==> src/hdl/feed_pkg.sv <==
// Constants shared by the paper feed motor and sensor logic.
package feed_pkg;
	// Clock rate in kHz, used to turn times into cycle counts.
	localparam int CLK_KHZ = 250000;
	// Distance per step in micrometres.
	localparam int STEP_UM = 130;
	// Default step period in microseconds and its cycle count.
	localparam int STEP_PERIOD_US = 2000;
	localparam int STEP_PERIOD_CYC = STEP_PERIOD_US * CLK_KHZ / 1000;
	// Settle time of the shared sensor input, in microseconds.
	localparam int SETTLE_US = 20;
	localparam int SETTLE_CYC = SETTLE_US * CLK_KHZ / 1000;
	// Width of the step count and distance inputs.
	localparam int COUNT_W = 16;
	// Two-phase excitation patterns, coil order a, b, a_n, b_n.
	localparam logic [3:0] PHASE0 = 4'h3;
	localparam logic [3:0] PHASE1 = 4'h6;
	localparam logic [3:0] PHASE2 = 4'hc;
	localparam logic [3:0] PHASE3 = 4'h9;
	localparam logic [1:0] PHASE_RESET = 2'h0;
endpackage

==> src/hdl/step_channel.sv <==
// One stepping motor channel: run control, step rate and phase pattern.
`timescale 1ns/1ps
module step_channel #(
	parameter int PERIOD_CYC = feed_pkg::STEP_PERIOD_CYC
) (
	input wire logic clk,
	input wire logic reset,
	input wire logic start,
	input wire logic stop,
	input wire logic [feed_pkg::COUNT_W-1:0] steps,
	output logic power_en,
	output logic [3:0] phase,
	output logic step_pulse,
	output logic busy,
	output logic done
);
	localparam int CW = $clog2(PERIOD_CYC + 1);
	// A period under two cycles would merge step pulses into a level.
	if (PERIOD_CYC < 2) begin : g_period_check
		$error("step period too short");
	end
	logic [CW-1:0] tick_reg;
	logic [feed_pkg::COUNT_W-1:0] left_reg;
	logic [1:0] idx_reg;
	logic tick;
	assign tick = busy && (tick_reg == CW'(PERIOD_CYC - 1));

	// Step rate divider runs only while the motor is driven.
	always_ff @(posedge clk or posedge reset) begin
		if (reset) begin
			tick_reg <= '0;
		end else if (!busy || tick) begin
			tick_reg <= '0;
		end else begin
			tick_reg <= tick_reg + 1'b1;
		end
	end

	// Run state; power enable follows it so the coil sees full drive.
	always_ff @(posedge clk or posedge reset) begin
		if (reset) begin
			busy <= 1'b0;
			power_en <= 1'b0;
			left_reg <= '0;
			done <= 1'b0;
		end else begin
			done <= 1'b0;
			if (stop) begin
				busy <= 1'b0;
				power_en <= 1'b0;
			end else if (!busy && start && steps != '0) begin
				busy <= 1'b1;
				power_en <= 1'b1;
				left_reg <= steps;
			end else if (tick) begin
				left_reg <= left_reg - 1'b1;
				if (left_reg == 1) begin
					busy <= 1'b0;
					power_en <= 1'b0;
					done <= 1'b1;
				end
			end
		end
	end

	// Pattern index advances one state per step; held when stopped.
	always_ff @(posedge clk or posedge reset) begin
		if (reset) begin
			idx_reg <= feed_pkg::PHASE_RESET;
			step_pulse <= 1'b0;
		end else begin
			step_pulse <= tick;
			if (tick) begin
				idx_reg <= idx_reg + 2'h1;
			end
		end
	end

	// Two coils energised at once in every state.
	always_ff @(posedge clk or posedge reset) begin
		if (reset) begin
			phase <= feed_pkg::PHASE0;
		end else begin
			unique case (idx_reg)
				2'h0: phase <= feed_pkg::PHASE0;
				2'h1: phase <= feed_pkg::PHASE1;
				2'h2: phase <= feed_pkg::PHASE2;
				2'h3: phase <= feed_pkg::PHASE3;
			endcase
		end
	end
endmodule

==> src/hdl/feed_ctrl.sv <==
// Paper feed top: two motor channels and the paper-path sensor decode.
`timescale 1ns/1ps
module feed_ctrl #(
	parameter int PERIOD_CYC = feed_pkg::STEP_PERIOD_CYC,
	parameter int SETTLE_CYC = feed_pkg::SETTLE_CYC
) (
	input wire logic clk,
	input wire logic reset,
	input wire logic doc_start,
	input wire logic doc_stop,
	input wire logic [feed_pkg::COUNT_W-1:0] doc_um,
	input wire logic rec_start,
	input wire logic rec_stop,
	input wire logic [feed_pkg::COUNT_W-1:0] rec_um,
	input wire logic paper_n,
	input wire logic jam_n,
	input wire logic cover_n,
	input wire logic shared_in,
	output logic doc_power_en,
	output logic [3:0] doc_phase,
	output logic doc_step,
	output logic doc_busy,
	output logic doc_done,
	output logic rec_power_en,
	output logic [3:0] rec_phase,
	output logic rec_step,
	output logic rec_busy,
	output logic rec_done,
	output logic read_sel_n,
	output logic set_sel_n,
	output logic paper_present,
	output logic paper_jam,
	output logic cover_closed,
	output logic doc_at_read,
	output logic doc_loaded
);
	localparam int SW = $clog2(SETTLE_CYC + 1);
	// The select register and two sync stages need four cycles before a
	// sample is valid, so shorter settle windows would read a stale line.
	if (SETTLE_CYC < 4) begin : g_settle_check
		$error("settle time too short");
	end

	////////////////////////////////////////////////////////////////////////
	// Distance to steps, rounded up so paper never stops short.
	function automatic logic [feed_pkg::COUNT_W-1:0] to_steps(
		input logic [feed_pkg::COUNT_W-1:0] um);
		logic [feed_pkg::COUNT_W:0] s;
		s = ({1'b0, um} + (feed_pkg::COUNT_W+1)'(feed_pkg::STEP_UM - 1))
			/ (feed_pkg::COUNT_W+1)'(feed_pkg::STEP_UM);
		return s[feed_pkg::COUNT_W-1:0];
	endfunction

	// Document feed motor for reading, own enable and steps.
	step_channel #(.PERIOD_CYC(PERIOD_CYC)) doc_motor (
		.clk(clk),
		.reset(reset),
		.start(doc_start),
		.stop(doc_stop),
		.steps(to_steps(doc_um)),
		.power_en(doc_power_en),
		.phase(doc_phase),
		.step_pulse(doc_step),
		.busy(doc_busy),
		.done(doc_done)
	);

	// Recording paper motor for printing.
	step_channel #(.PERIOD_CYC(PERIOD_CYC)) rec_motor (
		.clk(clk),
		.reset(reset),
		.start(rec_start),
		.stop(rec_stop),
		.steps(to_steps(rec_um)),
		.power_en(rec_power_en),
		.phase(rec_phase),
		.step_pulse(rec_step),
		.busy(rec_busy),
		.done(rec_done)
	);

	////////////////////////////////////////////////////////////////////////
	// Pin inputs pass two flip-flops; only stage two is read.
	logic [3:0] sync1_reg;
	logic [3:0] sync2_reg;
	always_ff @(posedge clk or posedge reset) begin
		if (reset) begin
			sync1_reg <= 4'hf;
			sync2_reg <= 4'hf;
		end else begin
			sync1_reg <= {shared_in, cover_n, jam_n, paper_n};
			sync2_reg <= sync1_reg;
		end
	end

	// Direct sensors, all active low at the pin.
	always_ff @(posedge clk or posedge reset) begin
		if (reset) begin
			paper_present <= 1'b0;
			paper_jam <= 1'b0;
			cover_closed <= 1'b0;
		end else begin
			paper_present <= !sync2_reg[0];
			paper_jam <= !sync2_reg[1];
			cover_closed <= !sync2_reg[2];
		end
	end

	////////////////////////////////////////////////////////////////////////
	// Shared input poller: alternate selects with a gap and settle wait.
	typedef enum logic [1:0] {READ_SEL, SET_SEL, GAP_TO_SET, GAP_TO_READ}
		poll_e;
	poll_e poll_reg;
	logic [SW-1:0] wait_reg;
	logic settled;
	assign settled = (wait_reg == SW'(SETTLE_CYC - 1));

	always_ff @(posedge clk or posedge reset) begin
		if (reset) begin
			poll_reg <= GAP_TO_READ;
			wait_reg <= '0;
		end else if (!settled) begin
			wait_reg <= wait_reg + 1'b1;
		end else begin
			wait_reg <= '0;
			unique case (poll_reg)
				READ_SEL: poll_reg <= GAP_TO_SET;
				GAP_TO_SET: poll_reg <= SET_SEL;
				SET_SEL: poll_reg <= GAP_TO_READ;
				GAP_TO_READ: poll_reg <= READ_SEL;
			endcase
		end
	end

	// At most one select low; the gap states deselect both.
	always_ff @(posedge clk or posedge reset) begin
		if (reset) begin
			read_sel_n <= 1'b1;
			set_sel_n <= 1'b1;
		end else begin
			read_sel_n <= !(poll_reg == READ_SEL);
			set_sel_n <= !(poll_reg == SET_SEL);
		end
	end

	// Sample at the end of a settled select window only.
	always_ff @(posedge clk or posedge reset) begin
		if (reset) begin
			doc_at_read <= 1'b0;
			doc_loaded <= 1'b0;
		end else if (settled) begin
			if (poll_reg == READ_SEL) begin
				doc_at_read <= !sync2_reg[3];
			end
			if (poll_reg == SET_SEL) begin
				doc_loaded <= sync2_reg[3];
			end
		end
	end
endmodule

==> config.mk <==
export PLATFORM = sky130hd
export DESIGN_NAME = feed_ctrl
export DESIGN_NICKNAME = d
export VERILOG_FILES = /design/src/hdl/feed_pkg.sv /design/src/hdl/step_channel.sv /design/src/hdl/feed_ctrl.sv
export SDC_FILE = /design/constraint.sdc
export NUM_CORES = 1
export LEC_CHECK = 0
export ABC_CLOCK_PERIOD_IN_PS = 5510
export BUFFER_PORTS_ARGS = -buffer_cell sky130_fd_sc_hd__buf_2
export CAP_MARGIN = 20
export CORE_AREA = 2 2 119 167
export CTS_CLUSTER_DIAMETER = 200
export DETAILED_ROUTE_END_ITERATION = 12
export DIE_AREA = 0 0 121 169
export GPL_ROUTABILITY_DRIVEN = 0
export MAX_ROUTING_LAYER = met4
export PLACE_DENSITY = 0.8
export SLEW_MARGIN = 20
export SYNTH_ARGS = -nofsm -noshare
export SYNTH_HDL_FRONTEND = slang
export SYNTH_SLANG_ARGS = --single-unit
==> constraint.sdc <==
create_clock -name clk -period 5.51 [get_ports clk]
set_input_delay 1.102 -clock clk [delete_from_list [all_inputs] [get_ports clk]]
set_output_delay 1.102 -clock clk [all_outputs]
set_load 0.02 [all_outputs]
=== Yosys cells after proc, flatten, opt, wreduce, memory -nomap -nowiden ===
Index checks and enable logic that the tools add are counted.

* Add/subtract/negate cells: 9
* Divide/modulo/power cells: 2
* Eq/ne operators: 14
* Multiplexer cells: 26
* Bitwise operators: 2
* Reduce and logical (&&, ||, !) cells: 33

{| class="wikitable"
|+ Operator list
! kind !! number
|-
| two-way mux 16 bit || 4
|-
| adder 19 x 1 -> 19 bit, second input constant || 2
|-
| equality test 19 bit, second input constant || 2
|-
| two-way mux 19 bit || 2
|-
| adder 16 x 8 -> 17 bit, second input constant || 2
|-
| divider 17 x 8 -> 17 bit, second input constant || 2
|-
| equality test 16 x 1 -> 1 bit, second input constant || 2
|-
| one-hot mux 4 bit (4 select lines) || 2
|-
| nonzero test 16 bit || 2
|-
| subtractor 16 x 1 -> 16 bit, second input constant || 2
|-
| two-way mux 1 bit || 16
|-
| adder 13 x 1 -> 13 bit, second input constant || 1
|-
| equality test 13 bit, second input constant || 1
|-
| two-way mux 13 bit || 1
|-
| equality test 2 bit, second input constant || 6
|-
| AND reduction 2 bit || 6
|-
| nonzero test 3 bit || 4
|-
| zero test 1 bit || 8
|-
| one-hot mux 2 bit (4 select lines) || 1
|-
| equality test 2 x 1 -> 1 bit, second input constant || 3
|-
| logical AND 1 bit || 6
|-
| zero test 2 bit || 3
|-
| adder 2 x 1 -> 2 bit, second input constant || 2
|-
| nonzero test 2 bit || 2
|-
| other kinds (2) || 4
|}

* Register bits after elaboration: 118
* Bits of input ports: 42
* Output and inout bits: 23

=== Longest topological paths before layout ===
* Depth after elaboration: 6
* Gate-level depth with buffers: 29

=== Modules after synthesis ===
A second synthesis with hierarchy kept.

* Cell total of the unflattened synthesis: 1288
* Area, all modules: 10587.7 um2

{| class="wikitable"
|+ By module, submodules not included
! module !! instances !! cells an instance !! area each (um2) !! sequential area each (um2)
|-
| feed_ctrl || 1 || 778 || 5780.5 || 765.7
|-
| step_channel || 2 || 255 || 2403.6 || 1103.6
|}

=== Worst setup path after synthesis ===
No wires, ideal clock.

* Path kind: in2reg
* Start: input doc_um[3] in the netlist's numbering
* End: register doc_motor.left_reg[15] in the netlist's numbering
* Library setup time: 0.078 ns
* Data arrival time: 7.161 ns
* Required time: 5.432 ns
* Slack: -1.729 ns
* Stages on the path: 24
* Buffers on the path: 1
* Path through: and4_1 > buf_4 > a31oi_4 > nor3_1 > nor4_4 > nand4_1 > xnor2_1 > o211ai_1 > mux2_2 > nor2_2 > a32oi_2 > or3_4 > or4_4 > a22oi_4 > mux2_2 > and3_1 > o22ai_2 > a21oi_1 > o311a_1 > o211ai_2 > a31oi_1 > a21boi_1 > or4b_1 > a21oi_1

* Cells in the longest elaborated chain, start to end: 6
* Elaborated cells between the ends (all ways): 7

{| class="wikitable"
|+ Ends and longest elaborated chain
! what !! line !! text
|-
| start, declared || feed_ctrl.sv:11 || <nowiki>input wire logic [feed_pkg::COUNT_W-1:0] doc_um,</nowiki>
|-
| adder 16 x 8 -> 17 bit (*) || feed_ctrl.sv:49 || <nowiki>s = ({1'b0, um} + (feed_pkg::COUNT_W+1)'(feed_pkg::STEP_UM - 1))</nowiki>
|-
| divider 17 x 8 -> 17 bit (*) || feed_ctrl.sv:50 || <nowiki>/ (feed_pkg::COUNT_W+1)'(feed_pkg::STEP_UM);</nowiki>
|-
| nonzero test 16 bit || step_channel.sv:51 || <nowiki>end else if (!busy && start && steps != '0) begin</nowiki>
|-
| logical AND 1 bit || step_channel.sv:51 ||
|-
| nonzero test 2 bit (no source line) || -- ||
|-
| AND reduction 2 bit (no source line) || -- ||
|-
| end signal, assigned || step_channel.sv:54 || <nowiki>left_reg <= steps;</nowiki>
|-
| end signal, assigned || step_channel.sv:56 || <nowiki>left_reg <= left_reg - 1'b1;</nowiki>
|-
| end, declared || step_channel.sv:23 || <nowiki>logic [feed_pkg::COUNT_W-1:0] left_reg;</nowiki>
|}

Every way passes the cells marked *; elsewhere a longest branch is shown, timed or not.
A chain may end at the register's enable or synchronous reset.

=== Worst setup path after layout ===
* Start: input rec_um[9] in the netlist's numbering
* End: register rec_motor.left_reg[3] in the netlist's numbering

* Cells in the longest elaborated chain, start to end: 6
* Elaborated cells between the ends (all ways): 7

{| class="wikitable"
|+ Ends and longest elaborated chain
! what !! line !! text
|-
| start, declared || feed_ctrl.sv:14 || <nowiki>input wire logic [feed_pkg::COUNT_W-1:0] rec_um,</nowiki>
|-
| adder 16 x 8 -> 17 bit (*) || feed_ctrl.sv:49 ||
|-
| divider 17 x 8 -> 17 bit (*) || feed_ctrl.sv:50 ||
|-
| nonzero test 16 bit || step_channel.sv:51 ||
|-
| logical AND 1 bit || step_channel.sv:51 ||
|-
| nonzero test 2 bit (no source line) || -- ||
|-
| AND reduction 2 bit (no source line) || -- ||
|-
| end signal, assigned || step_channel.sv:54 ||
|-
| end signal, assigned || step_channel.sv:56 ||
|-
| end, declared || step_channel.sv:23 ||
|}

Marked as above.

==> results.py <==
metrics = {
    "synth": {
        "ys_seq_area_frac": 0.305,
        "synthFlopType": "dfrtp_1",
        "async_reset_ff_frac": 1.00,
        "synth_edf_count": 0,
        "avgSynthCellArea_um2": 8.20,
        "synth_cells": 1188,
        "yosysWarningCount": 0,
        "syn-cell-area_um2": 9750,
        "ys_types": 106,
        "syn_nets": 1251,
        "synth_seq_cells": 118,
    },
    "critical_path": {
        "startpoint_type": "primary input",
        "timing.critical_path.buf_inv": 7,
        "crit_fanout": 8,
        "end_kind": "register",
        "arrival_ns": 9.38,
        "required_ns": 5.83,
        "critPathKind": "in2reg",
        "path_common_cell": "buf_4",
        "max_stage_delay_ns": 1.07,
        "critical-path-top-delay-family": "compound AO/OA/AOI/OAI gates",
        "cp_slowest_cell": "o211ai_1",
    },
    "global_route": {
        "grt_max_degree": 72,
        "grtUsageTotal": 0.372,
        "antenna_found_initial": 3,
        "grt_overflow_total": 0,
        "grt_pass1_vias": 12776,
        "grt_pass1_wl_um": 60300,
    },
    "pwr": {
        "total_power_mw": 4.19,
        "ir_worst_vdd_mv": 0.278,
        "pwr_density_cell_nw_per_um2": 276,
        "power_frac_clock": 0.269,
        "p_leak_nw": 6.45,
        "combinationalPowerShare": 0.466,
        "internal_power_mw": 2.54,
        "p_sw_frac": 0.394,
        "p_switching_mw": 1.65,
        "p_seq_frac": 0.265,
    },
    "route": {
        "routed_via_density": 7.04,
        "routed_wirelength_um": 46100,
        "dr.pass1.iters": 12,
        "ant_nets": 0,
        "drc": 0,
        "vias": 13226,
        "post_drt_wl_per_cell_um": 24.6,
        "drt_iter0_drc": 1859,
    },
    "clock_tree": {
        "tritoncts": "built",
        "path_clk_slew_ns": 0.06,
        "h-tree-depth": 4,
        "clock_path_buffers": 2,
        "clock_latency_ns": 0.43,
        "cts_buffers": 17,
        "root_buffer": "clkbuf_16",
        "holdBufCountCts": 0,
        "clock_sinks": 118,
    },
    "die": {
        "die_h_um": 169,
        "start_util": 0.513,
        "die_x_um": 121,
        "io_pins": 65,
        "core_um2": 19000,
        "num_rows": 60,
        "dieArea_um2": 20400,
    },
    "placement": {
        "dp.cells": 1781,
        "portBuffers": 64,
        "hpwl_um": 22400,
    },
    "timing": {
        "worstMarginPinSlew_ns": 1.38,
        "finalSetupViolCount": 34,
        "max_freq_mhz": 110,
        "timing.final.crit_share": 1.65,
        "rsz0062_at_grt": "true",
        "hold_violations": 0,
        "finalClockSkew_ns": 0.0125,
        "setup_ws_ns": -3.56,
        "hold_slack_ns": 0.359,
        "slew_headroom": 0.0746,
        "post-route-min-period_ns": 9.07,
        "drv_slew": 0,
    },
    "finish": {
        "areaGrowthSynthToFinish_pct": 55.9,
        "finalNonFillerCells": 1878,
        "nNetsFinal": 1677,
        "drive_above_1_share": 0.445,
    },
    "worst_hold_path": {
        "holdCritPathClass": "reg2reg",
    },
    "run_status": {
        "violations": "negative setup slack",
        "status": "finished with violations",
    },
    "flow_run": {
        "maxCapViolCount": 0,
    },
}
## cell usage after synthesis (all sizes together), types with 20 or more instances
library cell,n,share of area
nand4,29,0.019
nand2,113,0.044
ha,21,0.027
and3,22,0.014
dfrtp,102,0.26
nor3,35,0.018
xnor2,50,0.045
nand3,75,0.039
a31oi,26,0.019
inv,42,0.016
xor2,43,0.039
o21ai,60,0.032
a21oi,55,0.029
nor2,128,0.050
and2,20,0.013
o211ai,23,0.018
## cells in the final DEF (no fill, tap or decap), types with 19 or more instances in the layout
| cell | count |
|---|---|
| nand2_1 | 108 |
| o21ai_0 | 29 |
| a21oi_2 | 19 |
| ha_1 | 20 |
| o211ai_1 | 22 |
| buf_6 | 29 |
| xnor2_1 | 46 |
| clkbuf_16 | 19 |
| xor2_1 | 38 |
| nand4_1 | 28 |
| nor3_1 | 27 |
| dfrtp_1 | 102 |
| nor2_1 | 121 |
| buf_2 | 52 |
| a31oi_1 | 20 |
| buf_4 | 357 |
| nand3_1 | 63 |
| inv_1 | 41 |
| a21oi_1 | 28 |
## kinds of logic (layout without fill, tap and decap cells)
family                     count (synthesis)  count (layout)  synth area share
and+or+nand+nor                          521             521             0.274
AOI/OAI and AO/OA                        338             338             0.257
DFF                                      118             118             0.305
xor gates and xnor gates                  93              93            0.0836
buffers and inverters                     79             518            0.0339
adders and majority gates                 21              21            0.0270
muxes                                     18              18            0.0198
other                                      0               3                 0
## layout make-up
type	instances	area, um^2
inverters	43	164
clock inverters	14	151
repair buffers	443	3370
flip-flops and latches	118	2970
multi-input cells	991	7780
diodes	3	7.51
well taps	248	310
clock buffers	18	439
fillers	971	3800
## per-stage QoR
step	util	cell area (um^2)	setup TNS, ns	setup WS, ns
finish	0.800	15200	-85.28	-3.56
global route	0.800	15200	-93.22	-3.89
CTS	0.768	14600	-38.77	-1.38
detailed placement	0.680	12900	-61.27	-2.00
global placement	0.680	12900	-55.07	-1.76
floorplan	-	10100	-48.61	-1.59
## worst reg2reg max path, delay by kind of cell, from the launching register on
family	cells	cell delay, ns
AOI/OAI and AO/OA	1	0.09
and+or+nand+nor	11	4.11
DFF	1	0.43
## per-layer routing
metal  up-vias  GRT usage  wire length [um]
met2      1223      0.655             21400
met1      6057      0.362             13900
met5         -          -                 0
met3       625     0.0556              5570
li1       5321          -                 -
met4         0      0.285              5250
## path summary, 6_finish.rpt
path | start | endpoint | slack, ns | cells after the start
min in group asynchronous | reset | doc_at_read$_DFFE_PP0P_ | 0.86 | 2
setup / recovery | rec_um[9] | rec_motor.left_reg[3]$_DFFE_PP0P_ | -3.56 | 30
setup reg to reg | doc_motor.tick_reg[11]$_DFF_PP0_ | doc_motor.left_reg[14]$_DFFE_PP0P_ | 0.83 | 12
max in group asynchronous | reset | rec_motor.tick_reg[2]$_DFF_PP0_ | 3.52 | 3
hold reg to reg | sync1_reg[2]$_DFF_PP1_ | sync2_reg[2]$_DFF_PP1_ | 0.36 | 0
hold / removal | sync1_reg[2]$_DFF_PP1_ | sync2_reg[2]$_DFF_PP1_ | 0.36 | 0
## repair_timing
action | in CTS | in global routing
endpoints found under the setup margin | 34 | 34
resized for setup | 139 | 100
buffers inserted | 44 | 20
pin swaps | 64 | 57
gates cloned | 4 | 0
## power groups by stage
| stage | Combinational [mW] | Sequential [mW] | Clock (mW) |
|---|---|---|---|
| 3_5_place_dp | 1.39 | 1.09 | 0 |
| 6_report | 1.95 | 1.11 | 1.13 |
| 4_1_cts | 1.61 | 1.09 | 1.11 |
| 3_3_place_gp | 1.35 | 1.09 | 0 |
| 2_1_floorplan | 0.851 | 1.07 | 0 |
| 5_1_grt | 2.04 | 1.12 | 1.16 |
Note: power is estimated with default switching activity, not from simulation.
